<file path="config.mk">
export PLATFORM = sky130hd
export DESIGN_NAME = flac_core
export DESIGN_NICKNAME = d
export VERILOG_FILES = /design/src/design/flac_pkg.sv /design/src/design/flac_core.sv
export VERILOG_INCLUDE_DIRS = /design/src /design/src/design
export SDC_FILE = /design/constraint.sdc
export NUM_CORES = 1
export LEC_CHECK = 0
export BUFFER_PORTS_ARGS = -buffer_cell sky130_fd_sc_hd__clkbuf_2
export CAP_MARGIN = 20
export CORE_MARGIN = 10
export CORE_UTILIZATION = 60
export DETAILED_ROUTE_END_ITERATION = 8
export GPL_TIMING_DRIVEN = 0
export PLACE_DENSITY = 0.79
export REMOVE_ABC_BUFFERS = 1
export SLEW_MARGIN = 20
export SYNTH_ARGS = -nofsm -noshare
export SYNTH_HDL_FRONTEND = slang
export SYNTH_SLANG_ARGS = --single-unit
</file>
<file path="constraint.sdc">
create_clock -name i_core_clk -period 14 [get_ports i_core_clk]
set_clock_uncertainty 0.05 [all_clocks]
set_input_delay 1.4 -clock i_core_clk [delete_from_list [all_inputs] [get_ports i_core_clk]]
set_output_delay 1.4 -clock i_core_clk [all_outputs]
set_load 0.02 [all_outputs]
</file>
<file path="src/design/flac_regs.svh">
// Register offsets, field positions, reset values and status words of the file/auth block.
// Assumes a 32-bit classic Wishbone slave with byte addresses.
`ifndef FLAC_REGS_SVH
`define FLAC_REGS_SVH

// Register byte offsets
`define FLAC_ADR_CMD 8'h00
`define FLAC_ADR_TGT 8'h04
`define FLAC_ADR_ACC 8'h08
`define FLAC_ADR_TLV 8'h0C
`define FLAC_ADR_CHK 8'h10
`define FLAC_ADR_STAT 8'h14
`define FLAC_ADR_LCS 8'h18
`define FLAC_ADR_SEG 8'h1C

// Target register fields
`define FLAC_TGT_FILE_LSB 0
`define FLAC_TGT_DIR_LSB 4
`define FLAC_TGT_FOUND 8
// Access register fields
`define FLAC_ACC_DEACT_LSB 0
`define FLAC_ACC_ACT_LSB 16
// Check register fields
`define FLAC_CHK_FILE_LSB 0
`define FLAC_CHK_FN_LSB 4
// Status register fields
`define FLAC_STAT_SW_LSB 0
`define FLAC_STAT_FILE_LSB 16
`define FLAC_STAT_DIR_LSB 20
`define FLAC_STAT_FILE_VALID 24
`define FLAC_STAT_MODE_LSB 25
`define FLAC_STAT_ALLOW 29
`define FLAC_STAT_BUSY 31
// Segment register fields
`define FLAC_SEG_OFF_LSB 0
`define FLAC_SEG_LEN_LSB 16

// Selection control codes
`define FLAC_P1_BY_FID 8'h00
`define FLAC_P1_PATH_ROOT 8'h08
`define FLAC_P1_PATH_DIR 8'h09
`define FLAC_P2_NONE 8'h00

// Odd authenticate block types, bits 7..5 of P1
`define FLAC_BLK_FIRST_DATA 3'h4
`define FLAC_BLK_NEXT_DATA 3'h0
`define FLAC_BLK_RETX_DATA 3'h2
`define FLAC_BLK_FIRST_RESP 3'h5
`define FLAC_BLK_NEXT_RESP 3'h1
`define FLAC_BLK_RETX_RESP 3'h3

// Wrapper tags and long length forms
`define FLAC_TAG_STRUCT 8'h73
`define FLAC_TAG_PLAIN 8'h53
`define FLAC_LEN_LONG1 8'h81
`define FLAC_LEN_LONG2 8'h82

// Status words
`define FLAC_SW_NONE 16'h0000
`define FLAC_SW_OK 16'h9000
`define FLAC_SW_DATA_MORE 16'h63F1
`define FLAC_SW_DATA_DONE 16'h62F3
`define FLAC_SW_RESP_MORE 16'h62F1
`define FLAC_SW_SECURITY 16'h6982
`define FLAC_SW_NOT_FOUND 16'h6A82
`define FLAC_SW_WRONG_P 16'h6B00
`define FLAC_SW_SEQUENCE 16'h6985
`define FLAC_SW_WRONG_DATA 16'h6A80
`define FLAC_SW_INVALIDATED 16'h6283
`define FLAC_SW_NO_EF 16'h6986
`define FLAC_SW_WRONG_LEN 16'h6700

// Reset values and limits
`define FLAC_RST_WORD 32'h0000_0000
`define FLAC_RST_FLAGS 16'h0000
`define FLAC_LE_MAX 9'h100

`endif

</file>
<file path="src/design/flac_pkg.sv">
// Types shared by the file/auth block.
// Assumes flac_regs.svh for all numeric constants.
package flac_pkg;

  typedef enum logic [1:0] {
    flac_op_disable,
    flac_op_reenable,
    flac_op_auth_even,
    flac_op_auth_odd
  } flac_op_t;

  typedef enum logic [1:0] {
    flac_sel_current,
    flac_sel_fid,
    flac_sel_root_path,
    flac_sel_dir_path
  } flac_sel_t;

  typedef enum logic [1:0] {
    flac_fn_select,
    flac_fn_reenable,
    flac_fn_other,
    flac_fn_other2
  } flac_fn_t;

  typedef enum logic [1:0] {
    flac_auth_idle,
    flac_auth_rx,
    flac_auth_calc,
    flac_auth_tx
  } flac_auth_t;

  // Command register image
  typedef struct packed {
    logic [4:0] pad;
    flac_op_t op;
    logic data_present;
    logic [7:0] lc;
    logic [7:0] p2;
    logic [7:0] p1;
  } flac_cmd_t;

  // Wrapper header of a first data block
  typedef struct packed {
    logic [7:0] len2;
    logic [7:0] len1;
    logic [7:0] len0;
    logic [7:0] tag;
  } flac_tlv_t;

endpackage : flac_pkg

</file>
<file path="src/design/flac_core.sv">
// File lifecycle and chained authenticate command handler, Wishbone slave.
// Assumes software resolves file ids and paths into the target register and
// an outside engine computes the authentication response on request.
// Operation
// [RULE_01] Disable command sets file deactivated flag
// [RULE_02] Disable only if disable access granted
// [RULE_03] Successful file command sets current file
// [RULE_04] Failed file command keeps current pointers
// [RULE_05] Deactivated file allows only select, reenable
// [RULE_06] P1 decode: fid, root path, directory path
// [RULE_07] Terminal sends P2 zero, no Le
// [RULE_08] P1 P2 zero, no data: current file
// [RULE_09] Reenable clears flag when access granted
// [RULE_10] Reenable uses same selection coding
// [RULE_11] Terminal selects application before authenticate
// [RULE_12] Even instruction for short plain challenge
// [RULE_13] Odd instruction carries wrapped data, optional
// [RULE_14] Wrapper tag 73 structured, 53 otherwise
// [RULE_15] Chained blocks, 255 bytes, P1 first/next
// [RULE_16] Terminal segments data, flags first/next
// [RULE_17] Outstanding data blocks answered 63F1
// [RULE_18] All data received: compute, answer 62F3
// [RULE_19] Response fetched in first/next blocks
// [RULE_20] More response segments pending: 62F1
// [RULE_21] Final response segment answered 9000
// [RULE_22] Retransmit repeats previous block
// [RULE_23] P1 bits 7..5 give block type
// [RULE_24] Data blocks Lc only, response Le only
// [RULE_25] Orphan next/retransmit refused, state kept
`include "flac_regs.svh"
`timescale 1ns/1ns
`default_nettype none

module flac_core (
  input wire logic i_core_clk, // 250 MHz clock
  input wire logic i_rst_b, // Async reset, active low
  input wire logic i_wb_cyc, // Bus cycle
  input wire logic i_wb_stb, // Bus strobe
  input wire logic i_wb_we, // Write enable
  input wire logic [7:0] i_wb_adr, // Byte address
  input wire logic [3:0] i_wb_sel, // Byte selects
  input wire logic [31:0] i_wb_dat, // Write data
  input wire logic i_calc_done, // Engine finished
  input wire logic [15:0] i_calc_len, // Response length from engine
  output logic [31:0] o_wb_dat, // Read data
  output logic o_wb_ack, // Bus acknowledge
  output logic o_calc_req, // Start engine, one cycle
  output logic [16:0] o_calc_len // Challenge length for engine
);

  logic req;
  logic wr;
  logic cmd_go;
  flac_pkg::flac_cmd_t cmd;
  flac_pkg::flac_tlv_t tlv;
  logic [2:0] blk;
  logic [15:0] lcs_q;
  logic [15:0] acc_deact_q;
  logic [15:0] acc_act_q;
  logic [3:0] tgt_file_q;
  logic [3:0] tgt_dir_q;
  logic tgt_found_q;
  logic [31:0] tlv_q;
  logic [3:0] cur_file_q;
  logic [3:0] cur_dir_q;
  logic cur_valid_q;
  flac_pkg::flac_sel_t mode_q;
  flac_pkg::flac_sel_t f_mode;
  logic allow_q;
  logic [15:0] sw_q;
  logic [15:0] f_sw;
  logic f_ok;
  logic [3:0] f_idx;
  logic [3:0] f_dir;
  flac_pkg::flac_auth_t auth_q;
  flac_pkg::flac_auth_t auth_d;
  logic even_q;
  logic rx_act_q;
  logic rx_act_d;
  logic [16:0] rx_total_q;
  logic [16:0] rx_total_d;
  logic [16:0] rx_cnt_q;
  logic [16:0] rx_cnt_d;
  logic [16:0] rx_prev_q;
  logic [16:0] rx_prev_d;
  logic tx_act_q;
  logic tx_act_d;
  logic [15:0] resp_len_q;
  logic [15:0] tx_off_q;
  logic [15:0] tx_off_d;
  logic [8:0] tx_seg_q;
  logic [8:0] tx_seg_d;
  logic last_resp_q;
  logic [15:0] a_sw;
  logic a_calc;
  logic [16:0] hdr_total;
  logic hdr_ok;
  logic [8:0] le_eff;
  logic [15:0] rem;
  logic [31:0] rd_d;
  logic is_file;
  logic is_auth;

  assign req = i_wb_cyc & i_wb_stb & ~o_wb_ack;
  assign wr = req & i_wb_we & (i_wb_sel == 4'hF);
  assign cmd = flac_pkg::flac_cmd_t'(i_wb_dat);
  assign tlv = flac_pkg::flac_tlv_t'(tlv_q);
  assign blk = cmd.p1[7:5]; // see [RULE_23]
  // Command writes during a running computation are ignored
  assign cmd_go = wr & (i_wb_adr == `FLAC_ADR_CMD) & (auth_q != flac_pkg::flac_auth_calc);
  assign is_file = cmd_go & ((cmd.op == flac_pkg::flac_op_disable) |
                             (cmd.op == flac_pkg::flac_op_reenable));
  assign is_auth = cmd_go & ~is_file;

  // Wishbone acknowledge, one cycle after request
  always_ff @(posedge i_core_clk or negedge i_rst_b)
  begin
    if (!i_rst_b)
      o_wb_ack <= 1'b0;
    else
      o_wb_ack <= req;
  end

  // Configuration registers written by software
  always_ff @(posedge i_core_clk or negedge i_rst_b)
  begin
    if (!i_rst_b)
    begin
      acc_deact_q <= `FLAC_RST_FLAGS;
      acc_act_q <= `FLAC_RST_FLAGS;
      tgt_file_q <= 4'h0;
      tgt_dir_q <= 4'h0;
      tgt_found_q <= 1'b0;
      tlv_q <= `FLAC_RST_WORD;
    end
    else if (wr)
    begin
      if (i_wb_adr == `FLAC_ADR_ACC)
      begin
        acc_deact_q <= i_wb_dat[`FLAC_ACC_DEACT_LSB +: 16];
        acc_act_q <= i_wb_dat[`FLAC_ACC_ACT_LSB +: 16];
      end
      if (i_wb_adr == `FLAC_ADR_TGT)
      begin
        tgt_file_q <= i_wb_dat[`FLAC_TGT_FILE_LSB +: 4];
        tgt_dir_q <= i_wb_dat[`FLAC_TGT_DIR_LSB +: 4];
        tgt_found_q <= i_wb_dat[`FLAC_TGT_FOUND];
      end
      if (i_wb_adr == `FLAC_ADR_TLV)
        tlv_q <= i_wb_dat;
    end
  end

  // File command decode and checks
  always_comb
  begin
    f_sw = `FLAC_SW_OK;
    f_ok = 1'b0;
    f_idx = tgt_file_q;
    f_dir = tgt_dir_q;
    f_mode = flac_pkg::flac_sel_fid;
    if (cmd.p2 != `FLAC_P2_NONE)
      f_sw = `FLAC_SW_WRONG_P; // see [RULE_07]
    else if (cmd.p1 == `FLAC_P1_BY_FID && !cmd.data_present)
    begin
      f_mode = flac_pkg::flac_sel_current; // see [RULE_08]
      f_idx = cur_file_q;
      f_dir = cur_dir_q;
      if (!cur_valid_q)
        f_sw = `FLAC_SW_NO_EF;
    end
    else if (cmd.p1 == `FLAC_P1_PATH_ROOT)
      f_mode = flac_pkg::flac_sel_root_path; // see [RULE_06]
    else if (cmd.p1 == `FLAC_P1_PATH_DIR)
      f_mode = flac_pkg::flac_sel_dir_path; // see [RULE_06]
    else if (cmd.p1 != `FLAC_P1_BY_FID)
      f_sw = `FLAC_SW_WRONG_P; // see [RULE_10]
    if (f_sw == `FLAC_SW_OK)
    begin
      if (f_mode != flac_pkg::flac_sel_current && !tgt_found_q)
        f_sw = `FLAC_SW_NOT_FOUND;
      else if (cmd.op == flac_pkg::flac_op_disable && lcs_q[f_idx])
        f_sw = `FLAC_SW_INVALIDATED; // see [RULE_05]
      else if (cmd.op == flac_pkg::flac_op_disable && !acc_deact_q[f_idx])
        f_sw = `FLAC_SW_SECURITY; // see [RULE_02]
      else if (cmd.op == flac_pkg::flac_op_reenable && !acc_act_q[f_idx])
        f_sw = `FLAC_SW_SECURITY; // see [RULE_09]
      else
        f_ok = 1'b1;
    end
  end

  // Lifecycle flags
  always_ff @(posedge i_core_clk or negedge i_rst_b)
  begin
    if (!i_rst_b)
      lcs_q <= `FLAC_RST_FLAGS;
    else if (is_file && f_ok)
      lcs_q[f_idx] <= (cmd.op == flac_pkg::flac_op_disable); // see [RULE_01] see [RULE_09]
  end

  // Current file pointers, untouched on failure
  always_ff @(posedge i_core_clk or negedge i_rst_b)
  begin
    if (!i_rst_b)
    begin
      cur_file_q <= 4'h0;
      cur_dir_q <= 4'h0;
      cur_valid_q <= 1'b0;
      mode_q <= flac_pkg::flac_sel_current;
    end
    else if (is_file && f_ok)
    begin
      cur_file_q <= f_idx; // see [RULE_03] see [RULE_04]
      cur_dir_q <= f_dir;
      cur_valid_q <= 1'b1;
      mode_q <= f_mode;
    end
  end

  // Function gate for other commands on a file
  always_ff @(posedge i_core_clk or negedge i_rst_b)
  begin
    if (!i_rst_b)
      allow_q <= 1'b0;
    else if (wr && i_wb_adr == `FLAC_ADR_CHK)
      allow_q <= ~lcs_q[i_wb_dat[`FLAC_CHK_FILE_LSB +: 4]] |
                 (i_wb_dat[`FLAC_CHK_FN_LSB +: 2] == 2'(flac_pkg::flac_fn_select)) |
                 (i_wb_dat[`FLAC_CHK_FN_LSB +: 2] == 2'(flac_pkg::flac_fn_reenable)); // see [RULE_05]
  end

  // Wrapper header parse of the first data block
  always_comb
  begin
    hdr_ok = (tlv.tag == `FLAC_TAG_STRUCT) | (tlv.tag == `FLAC_TAG_PLAIN); // see [RULE_14]
    hdr_total = {9'h000, tlv.len0} + 17'h0_0002;
    if (tlv.len0 == `FLAC_LEN_LONG1)
      hdr_total = {9'h000, tlv.len1} + 17'h0_0003;
    else if (tlv.len0 == `FLAC_LEN_LONG2)
      hdr_total = {1'b0, tlv.len1, tlv.len2} + 17'h0_0004;
    else if (tlv.len0[7])
      hdr_ok = 1'b0;
  end

  assign le_eff = (cmd.lc == 8'h00) ? `FLAC_LE_MAX : {1'b0, cmd.lc};
  assign rem = resp_len_q - tx_off_d;

  // Authenticate chaining
  always_comb
  begin
    a_sw = `FLAC_SW_OK;
    a_calc = 1'b0;
    auth_d = auth_q;
    rx_act_d = rx_act_q;
    rx_total_d = rx_total_q;
    rx_cnt_d = rx_cnt_q;
    rx_prev_d = rx_prev_q;
    tx_act_d = tx_act_q;
    tx_off_d = tx_off_q;
    tx_seg_d = tx_seg_q;
    if (cmd.op == flac_pkg::flac_op_auth_even)
    begin
      if (cmd.p1 != 8'h00)
        a_sw = `FLAC_SW_WRONG_P;
      else if (cmd.lc == 8'h00)
        a_sw = `FLAC_SW_WRONG_LEN;
      else
      begin
        auth_d = flac_pkg::flac_auth_calc; // see [RULE_12]
        a_calc = 1'b1;
        rx_total_d = {9'h000, cmd.lc};
        rx_act_d = 1'b0;
        tx_act_d = 1'b0;
      end
    end
    else
    begin
      unique case (blk) // see [RULE_13]
        `FLAC_BLK_FIRST_DATA:
        begin
          if (!hdr_ok)
          begin
            a_sw = `FLAC_SW_WRONG_DATA;
            auth_d = flac_pkg::flac_auth_idle;
            rx_act_d = 1'b0;
          end
          else if (cmd.lc == 8'h00)
            a_sw = `FLAC_SW_WRONG_LEN; // see [RULE_24]
          else
          begin
            rx_act_d = 1'b1; // see [RULE_15]
            tx_act_d = 1'b0;
            rx_total_d = hdr_total;
            rx_prev_d = 17'h0_0000;
            rx_cnt_d = {9'h000, cmd.lc};
          end
        end
        `FLAC_BLK_NEXT_DATA, `FLAC_BLK_RETX_DATA:
        begin
          if (!rx_act_q || (blk == `FLAC_BLK_NEXT_DATA && auth_q != flac_pkg::flac_auth_rx))
            a_sw = `FLAC_SW_SEQUENCE; // see [RULE_25]
          else if (cmd.lc == 8'h00)
            a_sw = `FLAC_SW_WRONG_LEN;
          else if (blk == `FLAC_BLK_RETX_DATA && auth_q != flac_pkg::flac_auth_rx)
            a_sw = `FLAC_SW_DATA_DONE; // see [RULE_22]
          else if (blk == `FLAC_BLK_RETX_DATA)
            rx_cnt_d = rx_prev_q + {9'h000, cmd.lc}; // see [RULE_22]
          else
          begin
            rx_prev_d = rx_cnt_q;
            rx_cnt_d = rx_cnt_q + {9'h000, cmd.lc};
          end
        end
        `FLAC_BLK_FIRST_RESP:
        begin
          if (auth_q != flac_pkg::flac_auth_tx)
            a_sw = `FLAC_SW_SEQUENCE;
          else
          begin
            tx_act_d = 1'b1; // see [RULE_19]
            tx_off_d = 16'h0000;
          end
        end
        `FLAC_BLK_NEXT_RESP:
        begin
          if (!tx_act_q || (tx_off_q + {7'h00, tx_seg_q}) >= resp_len_q)
            a_sw = `FLAC_SW_SEQUENCE; // see [RULE_25]
          else
            tx_off_d = tx_off_q + {7'h00, tx_seg_q};
        end
        `FLAC_BLK_RETX_RESP:
        begin
          if (!tx_act_q)
            a_sw = `FLAC_SW_SEQUENCE; // see [RULE_25]
        end
        default:
          a_sw = `FLAC_SW_WRONG_P;
      endcase
      if (a_sw == `FLAC_SW_OK && !blk[0])
      begin
        if (rx_cnt_d > rx_total_d)
        begin
          a_sw = `FLAC_SW_WRONG_DATA;
          auth_d = flac_pkg::flac_auth_idle;
          rx_act_d = 1'b0;
        end
        else if (rx_cnt_d == rx_total_d)
        begin
          a_sw = `FLAC_SW_DATA_DONE; // see [RULE_18]
          auth_d = flac_pkg::flac_auth_calc;
          a_calc = 1'b1;
        end
        else
        begin
          a_sw = `FLAC_SW_DATA_MORE; // see [RULE_17]
          auth_d = flac_pkg::flac_auth_rx;
        end
      end
      else if (a_sw == `FLAC_SW_OK)
      begin
        if (blk != `FLAC_BLK_RETX_RESP)
          tx_seg_d = ({7'h00, le_eff} < rem) ? le_eff : rem[8:0];
        if (tx_off_d + {7'h00, tx_seg_d} < resp_len_q)
          a_sw = `FLAC_SW_RESP_MORE; // see [RULE_20]
        else
          a_sw = `FLAC_SW_OK; // see [RULE_21]
      end
    end
  end

  // Chaining state
  always_ff @(posedge i_core_clk or negedge i_rst_b)
  begin
    if (!i_rst_b)
    begin
      auth_q <= flac_pkg::flac_auth_idle;
      even_q <= 1'b0;
      rx_act_q <= 1'b0;
      rx_total_q <= 17'h0_0000;
      rx_cnt_q <= 17'h0_0000;
      rx_prev_q <= 17'h0_0000;
      tx_act_q <= 1'b0;
      resp_len_q <= 16'h0000;
      tx_off_q <= 16'h0000;
      tx_seg_q <= 9'h000;
    end
    else if (is_auth)
    begin
      auth_q <= auth_d;
      even_q <= (cmd.op == flac_pkg::flac_op_auth_even);
      rx_act_q <= rx_act_d;
      rx_total_q <= rx_total_d;
      rx_cnt_q <= rx_cnt_d;
      rx_prev_q <= rx_prev_d;
      tx_act_q <= tx_act_d;
      tx_off_q <= tx_off_d;
      tx_seg_q <= tx_seg_d;
    end
    else if (auth_q == flac_pkg::flac_auth_calc && i_calc_done)
    begin
      resp_len_q <= i_calc_len;
      tx_off_q <= 16'h0000;
      tx_seg_q <= (i_calc_len > 16'(`FLAC_LE_MAX)) ? `FLAC_LE_MAX : i_calc_len[8:0];
      auth_q <= even_q ? flac_pkg::flac_auth_idle : flac_pkg::flac_auth_tx;
    end
  end

  // Engine request and challenge length
  always_ff @(posedge i_core_clk or negedge i_rst_b)
  begin
    if (!i_rst_b)
    begin
      o_calc_req <= 1'b0;
      o_calc_len <= 17'h0_0000;
    end
    else
    begin
      o_calc_req <= is_auth & a_calc; // see [RULE_18]
      if (is_auth && a_calc)
        o_calc_len <= rx_total_d;
    end
  end

  // Status word of the last command
  always_ff @(posedge i_core_clk or negedge i_rst_b)
  begin
    if (!i_rst_b)
    begin
      sw_q <= `FLAC_SW_NONE;
      last_resp_q <= 1'b0;
    end
    else if (is_file)
    begin
      sw_q <= f_sw;
      last_resp_q <= 1'b0;
    end
    else if (is_auth)
    begin
      sw_q <= a_sw;
      last_resp_q <= (cmd.op == flac_pkg::flac_op_auth_odd) & blk[0];
    end
    else if (auth_q == flac_pkg::flac_auth_calc && i_calc_done && even_q)
      sw_q <= `FLAC_SW_OK;
  end

  // Read mux
  always_comb
  begin
    rd_d = `FLAC_RST_WORD;
    unique case (i_wb_adr)
      `FLAC_ADR_TGT: rd_d = {23'h00_0000, tgt_found_q, tgt_dir_q, tgt_file_q};
      `FLAC_ADR_ACC: rd_d = {acc_act_q, acc_deact_q};
      `FLAC_ADR_TLV: rd_d = tlv_q;
      `FLAC_ADR_STAT: rd_d = {auth_q == flac_pkg::flac_auth_calc, 1'b0, allow_q, 2'b00,
                              2'(mode_q), cur_valid_q, cur_dir_q, cur_file_q, sw_q};
      `FLAC_ADR_LCS: rd_d = {16'h0000, lcs_q};
      `FLAC_ADR_SEG: rd_d = {7'h00, tx_seg_q, tx_off_q};
      default: rd_d = `FLAC_RST_WORD;
    endcase
  end

  always_ff @(posedge i_core_clk or negedge i_rst_b)
  begin
    if (!i_rst_b)
      o_wb_dat <= `FLAC_RST_WORD;
    else if (req && !i_wb_we)
      o_wb_dat <= rd_d;
  end
endmodule : flac_core

`default_nettype wire

</file>
[Word level (Yosys, flattened, before mapping)]
Cells that the tools add are included.
Storage, ports and cells
  flip-flop bits (word level): 265
  input port bits: 66
  output and inout bits: 51
  logic and storage cells: 292
Cells by class
  $add $sub $neg: 8
  $lt $le $gt $ge: 8
  equal/unequal tests: 48
  multiplexer cells: 133
  bitwise gates (word level): 18
  reduce and logical (&&, ||, !) cells: 50
Operator list (count)
  16-bit two-way mux: 34
  17-bit two-way mux: 22
  32-bit one-hot mux with 6 select lines: 1
  9-bit two-way mux: 13
  16-bit one-hot mux with 5 select lines: 1
  17-bit one-hot mux with 2 select lines: 2
  17-bit by 8-bit adder with 17-bit output: 2
  16-bit by 9-bit adder with 16-bit output: 2
  16-bit equality test (second input constant): 2
  8-bit by 4-bit equality test with 1-bit output (second input constant): 4
  8-bit by 5-bit equality test with 1-bit output (second input constant): 4
  1-bit two-way mux: 32
  16-bit one-hot mux with 2 select lines: 1
  2-bit two-way mux: 15
  2-bit inequality test (second input constant): 13
  8-bit zero test: 3
  8-bit by 2-bit adder with 9-bit output (second input constant): 2
  16-bit by 3-bit adder with 17-bit output (second input constant): 1
  17-bit equality test: 1
  17-bit > comparator: 1
  1-bit binary-select mux with 4-bit select: 4
  16-bit bitwise mux: 1
  8-bit by 7-bit equality test with 1-bit output (second input constant): 2
  8-bit equality test (second input constant): 2
  40 further kinds: 100

[Logic depth before layout (Yosys ltp)]
Gate-level depths: netlist (run 1).
  depth in word-level cells: 22
  depth in mapped cells: 62
  mapped depth without buffers: 59

[Worst setup path after synthesis (run 1)]
Ideal clock, no wire load.
  path type: register to register
  start point: register tx_off_q[0]
  end point: register sw_q[9]
  setup time: 0.091 ns
  data arrival time: 10.028 ns
  data required time: 13.859 ns
  setup slack: 3.831 ns
  stages on the path, launching flop included: 57
  path buffers: 3
  clock period less this slack: 10.169 ns
  cells stage by stage: dfrtp_1 > ha_1 > inv_1 > fa_1 > nor2b_1 > o21a_1 > o21ai_0 > a21oi_1 > or2_2 > nand4_1 > xnor2_1 > ha_1 > nand4_1 > nor3_1 > o31a_1 > a211o_1 > clkbuf_1 > clkbuf_1 > [... 21 more ...] > ha_1 > fa_1 > a21o_1 > a21oi_1 > o21bai_1 > a21oi_1 > o21bai_1 > a21oi_1 > o21bai_1 > and2_1 > xnor2_1 > ha_1 > a2111oi_0 > o211ai_1 > a21oi_1 > a21oi_1 > and3_1 > o221ai_1
Between the ends
  word-level cells in the longest chain between the ends: 22
  elaborated cells on any way between the ends: 28
  those cells by class: 3 x add/sub; 3 x order compare; 1 x eq/ne; 19 x mux; 2 x reduce/logical
Ends and longest elaborated chain
  from (decl): RTL line flac_core.sv:89  | logic [15:0] tx_off_q;
  from (signal assigned): RTL line flac_core.sv:396  | tx_off_q <= tx_off_d;
  16-bit by 9-bit adder with 16-bit output: RTL line flac_core.sv:326, flac_core.sv:329
  16-bit >= comparator: RTL line flac_core.sv:326  | if (!tx_act_q || (tx_off_q + {7'h00, tx_seg_q}) >= resp_len_q)
  1-bit logical OR: RTL line flac_core.sv:326
  16-bit two-way mux: RTL line flac_core.sv:326
  16-bit one-hot mux with 2 select lines: RTL line flac_core.sv:278  | unique case (blk)
  16-bit two-way mux (2 in a row): RTL line flac_core.sv:261  | if (cmd.op == flac_pkg::flac_op_auth_even)
  16-bit subtractor: RTL line flac_core.sv:246  | assign rem = resp_len_q - tx_off_d;
  9-bit by 16-bit < comparator with 1-bit output: RTL line flac_core.sv:362  | tx_seg_d = ({7'h00, le_eff} < rem) ? le_eff : rem[8:0];
  [... 5 more ...]
  16-bit by 9-bit adder with 16-bit output: RTL line flac_core.sv:363  | if (tx_off_d + {7'h00, tx_seg_d} < resp_len_q)
  16-bit < comparator: RTL line flac_core.sv:363
  16-bit two-way mux: RTL line flac_core.sv:363
  16-bit two-way mux: RTL line flac_core.sv:359  | else if (a_sw == `FLAC_SW_OK)
  16-bit two-way mux *: RTL line flac_core.sv:339  | if (a_sw == `FLAC_SW_OK && !blk[0])
  16-bit two-way mux *: RTL line flac_core.sv:261
  16-bit two-way mux *: RTL line flac_core.sv:437  | else if (is_auth)
  16-bit two-way mux *: RTL line flac_core.sv:432  | else if (is_file)
  to (signal assigned): RTL line flac_core.sv:434  | sw_q <= f_sw;
  to (signal assigned): RTL line flac_core.sv:439  | sw_q <= a_sw;
  to (signal assigned): RTL line flac_core.sv:443  | sw_q <= `FLAC_SW_OK;
  to (decl): RTL line flac_core.sv:70  | logic [15:0] sw_q;
Mark *: on every way between the ends. The rest lies on a longest branch, timed or not. The select of a mux whose other input is x is not followed.
A chain may end at the register's enable or synchronous reset.

[Worst setup path after layout (run 1)]
Same ends and word-level chain as after synthesis.

==> results of run 1 <==
==> worst max-delay path by stage <==
stage	to	slack, ps
after CTS	sw_q[0]	860
after global routing	sw_q[9]	150
after detailed placement	sw_q[9]	930
after global placement	sw_q[0]	920
after floorplan	sw_q[9]	3890
final	sw_q[9]	860
==> cell families (layout without fill, tap and decap cells) <==
logic type	Yosys count	count (layout)	synth area share (%)
DFF	260	260	36.22
xor gates and xnor gates	67	67	3.351
adders and majority gates	105	105	7.481
buffers and inverters	188	248	4.047
muxes	141	141	8.916
and+or+nand+nor	673	673	17.73
AOI/OAI and AO/OA	615	615	22.26
==> synthesized netlist by cell type, types with 29 or more instances <==
cell type  instances
a21o_1            40
a21oi_1          106
a22oi_1           29
and3_1            34
clkbuf_1         105
dfrtp_1          260
ha_1             101
inv_1             65
mux2_2            83
nand2_1          300
nand3_1           59
nor2_1            96
nor3_1            44
o21ai_0          217
xnor2_1           41
==> per-stage QoR <==
| stage | power (W) | cell area [sq um] | utilization [%] | hold WS (ps) |
|---|---|---|---|---|
| final | 0.002296 | 19870 | 67.23 | 421.4 |
| after detailed placement | 0.001456 | 18820 | 63.68 | 413.4 |
| after global placement | 0.001425 | 18550 | 62.75 | 403.0 |
| after floorplan | 0.001249 | 17480 | - | 398.6 |
| after CTS | 0.002280 | 19860 | 67.19 | 427.0 |
| after global routing | 0.002403 | 19870 | 67.23 | 451.8 |
==> power by group <==
group	leakage [nW]	internal (W)	switching (W)
Clock	0.514	0.000489	0.000343
Sequential	3.57	0.000782	0.0000281
Combinational	5.06	0.000236	0.000417
==> sequential cells by signal, indices dropped and copies added (netlist names), 2 cells and up <==
name	count
tx_off_q	16
mode_q	2
rx_total_q	17
acc_deact_q	16
sw_q	11
rx_prev_q	17
tx_seg_q	9
lcs_q	16
auth_q	2
o_calc_len	17
acc_act_q	16
resp_len_q	16
cur_dir_q	4
rx_cnt_q	17
tlv	32
tgt_dir_q	4
o_wb_dat	32
cur_file_q	4
tgt_file_q	4
==> layout make-up <==
cell class	instances	area (sq um)	share of cell area (%)
clock buffer	39	865.8	4.357
clock inverter	17	171.4	0.8626
inverter	65	244.0	1.228
multi-input combinational	1601	10790	54.31
sequential	260	6506	32.74
tap	390	488.0	2.456
timing repair buffer	127	804.5	4.049
==> metal layers <==
metal  GRT usage [%]  vias to the layer above  routed length, microns
li1                -                     7594                       -
met1           42.04                     8245                   23530
met2           49.89                      949                   26640
met3           5.917                      176                    6238
met4           12.90                        0                    2760
met5               0                        -                       0
==> critical path: cells and delay by family, from the launching register on <==
kind	cells	cell delay [ps]
flip-flops	1	460
AO/OA/AOI/OAI	24	6060
AND/OR/NAND/NOR	16	3070
buffers and inverters	2	170
adder cells (fa/ha/maj)	9	2710
XOR/XNOR	3	500
==> impl_results.md, run 1 <==
* Routed wire length at 59.17 mm
* Final setup margin at 864.7 ps
* FF-to-FF Start: tx_off_q[0]
* Vias at 16,960
* GRT Util Overall at 31.57%
* CP Launch Type: flip-flop
* Relative slew margins at 21.39%
* Worst VDD drop at 133.0 uV
* Worst R2R Path Depth at 54
* Power Density at 115.5 nW/um^2
* # IOs at 117
* Hold buffers post-CTS at 0
* Die width at 193.0 microns
* Fmax at 76.13 MHz
* Starting Density at 60.77%
* Non-Filler Instances at 2,499
* Core ar. at 29,560 sq um
* Placer Congestion at 1.004
* HP Start: o_calc_len[4]
* Port bufs at 116
* DR iter-0 viols at 2,096
* # nets final at 2,256
* Max-slew violation count at 0
* Placed insts at 2,443
* Mapped Area at 17,960 sq um
* Leakage at 9.141 nW
* Commonest non-fill, non-tap cells in the layout: nand2_1, dfrtp_1, o21ai_0
* # DRC at 0
* Maxcap violations at 0
* Setup crit end kind: flip-flop
* CP max FO at 23
* Hold Path Cell Cnt at 2
* Initial antenna violation count at 0
* Main flop type after synthesis: dfrtp_1
* Final TNS setup at 0 ps
* Detailed Place HPWL at 43.54 mm
* Pre-CTS WS at 928.8 ps
* Ant diodes at 0
* Seq/Total Area, Yosys at 36.22%
* Grt total ovfl at 0
* CTS tree: built
* H-tree levels at 1
* Status: finished clean
* Post-CTS setup repair buffer count at 0
* Clk root buf: clkbuf_16
* Reg2reg end: sw_q[9]
* Layout area overhead at 10.63%
* Synth area leader: dfrtp_1
* Cell Rows at 63
* Final setup fails at 0
* CP arrival at 13,560 ps
* Slew @ Worst Pin at 1177 ps
* Crit share post-route at 93.82%
* DRT Pass-1 Iters at 7
* Clock slew at reported path FFs at 60 ps
* CTS Sinks at 260
* Post-Synthesis Cells at 2,049
* Fill count at 2,452
* Mapped Avg Cell Area at 8.766 sq um
* Slowest cell delay on critical path at 870 ps
* Synth Warn # at 0
* Routed len/inst at 23.68 microns
* Setup Crit Path Kind: flip-flop to flip-flop
* Area share of the largest cell type after synthesis at 36.22%
* DRT antenna net count at 0
* Yosys reg bits at 260
* Clk_lat worst skew at 580 ps
* Commonest non-fill, non-tap cell in the layout: nand2_1
* Vias in the first global route at 16,500
* Worst-case clock buffer depth at 3
* Vias/cell at 6.788
* CP most frequent cell: a21oi_1
* Die Y at 193.0 microns
* Inserted Clock Buffers at 30
* First-pass GRT wire length at 93.43 mm
* Share of cells above drive strength 1 at 14.79%
* Largest cells by area after synthesis: dfrtp_1, ha_1, nand2_1
* Req. time, crit path at 14,430 ps
* Final hold viol count at 0
* Crit. Startpoint: tx_off_q[0]
* Die Area at 37,260 sq um
* Hold Path End: o_calc_len[4]
* EDFF count, synth at 0
* Resize count post-CTS at 0
* CP max stage cell: a2111oi_0
* RSZ-0062 raised after global routing: false
* Hold/Removal Path Class: flip-flop to flip-flop
* Distinct cells, synth at 88
* Setup slack, reg-to-reg at 860 ps
* Largest net degree at the start of global routing at 82
* Clock period minus worst slack at 13,140 ps
* Post-synth ARST share at 100.0%
No activity file was read; power rests on OpenSTA's default activity.
==> run 2: changes to the inputs <==
--- a/config.mk
+++ b/config.mk
@@ -6,13 +6,13 @@
 export SDC_FILE = /design/constraint.sdc
 export NUM_CORES = 1
 export LEC_CHECK = 0
-export BUFFER_PORTS_ARGS = -buffer_cell sky130_fd_sc_hd__clkbuf_2
 export CAP_MARGIN = 20
 export CORE_MARGIN = 10
 export CORE_UTILIZATION = 60
 export DETAILED_ROUTE_END_ITERATION = 8
+export DONT_BUFFER_PORTS = 1
 export GPL_TIMING_DRIVEN = 0
-export PLACE_DENSITY = 0.79
+export PLACE_DENSITY = 0.83
 export REMOVE_ABC_BUFFERS = 1
 export SLEW_MARGIN = 20
 export SYNTH_ARGS = -nofsm -noshare
==> constraint.sdc (replaced) <==
create_clock -name i_core_clk -period 15 [get_ports i_core_clk]
set_clock_uncertainty 0.05 [all_clocks]
set_input_delay 1.5 -clock i_core_clk [delete_from_list [all_inputs] [get_ports i_core_clk]]
set_output_delay 1.5 -clock i_core_clk [all_outputs]
set_load 0.02 [all_outputs]
==> run 2 against run 1 <==
Compared with the run above: power down 8.2%; worst hold slack better by 12 ps; count of clock-buffer cells in the layout up 2; first-iteration DRC count up 3.3%; largest power group unchanged; die area unchanged; critical path type unchanged; utilization down 2.1 points; setup slack better by 530 ps; clock power down 5.9%; maximum frequency down 3.4%; global-route usage down 0.14 points.
==> impl_results.md, run 2 (same netlist as run 1, synthesis figures left out) <==
* Status: finished clean
* # nets final at 2,139 (-5.2%)
* Core ar. at 29,560 sq um (unchanged)
* DRT met1 WL at 23.72 mm (+0.81%)
* Vias/cell at 6.890 (+1.5%)
* CTS tree: built
* Delay-heaviest family, CP: compound AO/OA/AOI/OAI gates
* DRT antenna net count at 0 (unchanged)
* Leakage at 8.602 nW (-5.9%)
* Final TNS setup at 0 ps (unchanged)
* Met2 routed WL at 26.75 mm (+0.40%)
* Maxcap violations at 0 (unchanged)
* WL met3 at 6.187 mm (-0.82%)
* Placer Congestion at 0.9976 (-0.62%)
* Initial antenna violation count at 0 (unchanged)
* Clk_lat worst skew at 560 ps (-20 ps)
* Ant diodes at 0 (unchanged)
* Final hold viol count at 0 (unchanged)
* Clock period minus worst slack at 13,600 ps (+468.0 ps)
* Max-slew violation count at 0 (unchanged)
* Clk root buf: clkbuf_16
* Largest net degree at the start of global routing at 261 (+220%)
* CP Launch Type: flip-flop
* Highest metal used: met4
* RSZ-0062 raised after global routing: false
* Detailed Place HPWL at 43.33 mm (-0.49%)
* Hold buffers post-CTS at 0 (unchanged)
* Crit share post-route at 90.69% (-3.1 points)
* Fmax at 73.51 MHz (-3.4%)
* Clock slew at reported path FFs at 60 ps (about the same)
* CP most frequent cell: a21oi_1
* Setup slack, reg-to-reg at 1400 ps (+530 ps)
* Inserted Clock Buffers at 29 (-3.3%)
* Share of cells above drive strength 1 at 9.502% (-5.3 points)
* Port bufs at 0 (-100%)
* CTS Sinks at 260 (unchanged)
* Routed len/inst at 24.92 microns (+5.3%)
* Resize count post-CTS at 0 (unchanged)
* Die width at 193.0 microns (unchanged)
* Worst-case clock buffer depth at 3 (unchanged)
* First-pass GRT wire length at 92.20 mm (-1.3%)
* Power Density at 109.5 nW/um^2 (-5.2%)
* Worst path bufs/invs at 3 (+1)
* Power Total at 0.002107 W (-8.2%)
* Grt total ovfl at 0 (unchanged)
* CP max FO at 23 (unchanged)
* Post-CTS setup repair buffer count at 0 (unchanged)
* CP arrival at 14,040 ps (+480 ps)
* GRT Util Overall at 31.43% (-0.14 points)
* Slew @ Worst Pin at 1091 ps (-86.15 ps)
* Setup Crit Path Kind: flip-flop to flip-flop
* Commonest non-fill, non-tap cells in the layout: nand2_1, dfrtp_1, o21ai_0
* Routed wire length at 59.29 mm (+0.20%)
* CP max stage cell: a2111oi_0
* Req. time, crit path at 15,440 ps (+1010 ps)
* # DRC at 0 (unchanged)
* H-tree levels at 1 (unchanged)
* Starting Density at 60.77% (unchanged)
* Commonest non-fill, non-tap cell in the layout: nand2_1
* Die Y at 193.0 microns (unchanged)
* # IOs at 117 (unchanged)
* Worst VDD drop at 103.2 uV (-22%)
* DRT Pass-1 Iters at 6 (-1)
* Die Area at 37,260 sq um (unchanged)
* Vias in the first global route at 15,880 (-3.8%)
* Setup crit end kind: flip-flop
* Fill count at 2,488 (+1.5%)
* Vias at 16,390 (-3.4%)
* Layout area overhead at 7.126%
* Hold/Removal Path Class: flip-flop to flip-flop
* Fin Hold WS at 433.6 ps (+12.21 ps)
* Relative slew margins at 27.14% (+5.8 points)
* Final setup fails at 0 (unchanged)
* DR iter-0 viols at 2,165 (+3.3%)
* Slowest cell delay on critical path at 910 ps (+40 ps)
* Fin util at 65.10% (-2.1 points)
* Cell Rows at 63 (unchanged)
[run 2: routing by layer]
metal,track usage (%),vias up
li1,-,7340
met1,41.75,8008
met2,49.37,881
met3,6.439,162
met4,12.90,0
met5,0,-
[run 2: report_power, final]
| part | switching (W) | internal, W |
|---|---|---|
| Sequential | 0.0000248 | 0.000730 |
| Combinational | 0.000356 | 0.000214 |
| Clock | 0.000309 | 0.000474 |
| Total | 0.000689 | 0.00142 |
[run 2: final cells by class]
| cell class | instances | area [sq um] | area share [%] |
|---|---|---|---|
| multi-input cells | 1601 | 10800 | 56.13 |
| flip-flops and latches | 260 | 6506 | 33.81 |
| clock buffers | 41 | 840.8 | 4.370 |
| well taps | 390 | 488.0 | 2.536 |
| inverters | 65 | 244.0 | 1.268 |
| clock inverters | 11 | 190.2 | 0.9884 |
| repair buffers | 11 | 171.4 | 0.8908 |
[run 2: worst register-to-register path: cells and delay by family (launching register included)]
kind / cells / cell delay, ps
adder cells (fa/ha/maj): 8 / 2530
buffers and inverters: 3 / 280
XOR/XNOR: 3 / 510
flip-flops: 1 / 470
multiplexers: 1 / 370
AO/OA/AOI/OAI: 25 / 6690
AND/OR/NAND/NOR: 13 / 2640
[run 2: metrics by stage]
step                cells  instance area (sq um)  setup WS, ps
floorplan            1926                  17480          4891
global placement     2316                  17970          1861
detailed placement   2326                  18200          1868
CTS                  2378                  19230          1729
global route         2379                  19240         698.1
finish               2379                  19240          1397
[run 2: final timing paths]
path                                end    startpoint  cells after the start
min reg2reg                rx_prev_q[2]  rx_prev_q[2]                      2
min in group asynchronous  o_wb_dat[26]       i_rst_b                      0
max                             sw_q[0]   tx_off_q[0]                     53
min                        rx_prev_q[2]  rx_prev_q[2]                      2
max reg2reg                     sw_q[0]   tx_off_q[0]                     53
max in group asynchronous     lcs_q[10]       i_rst_b                      0
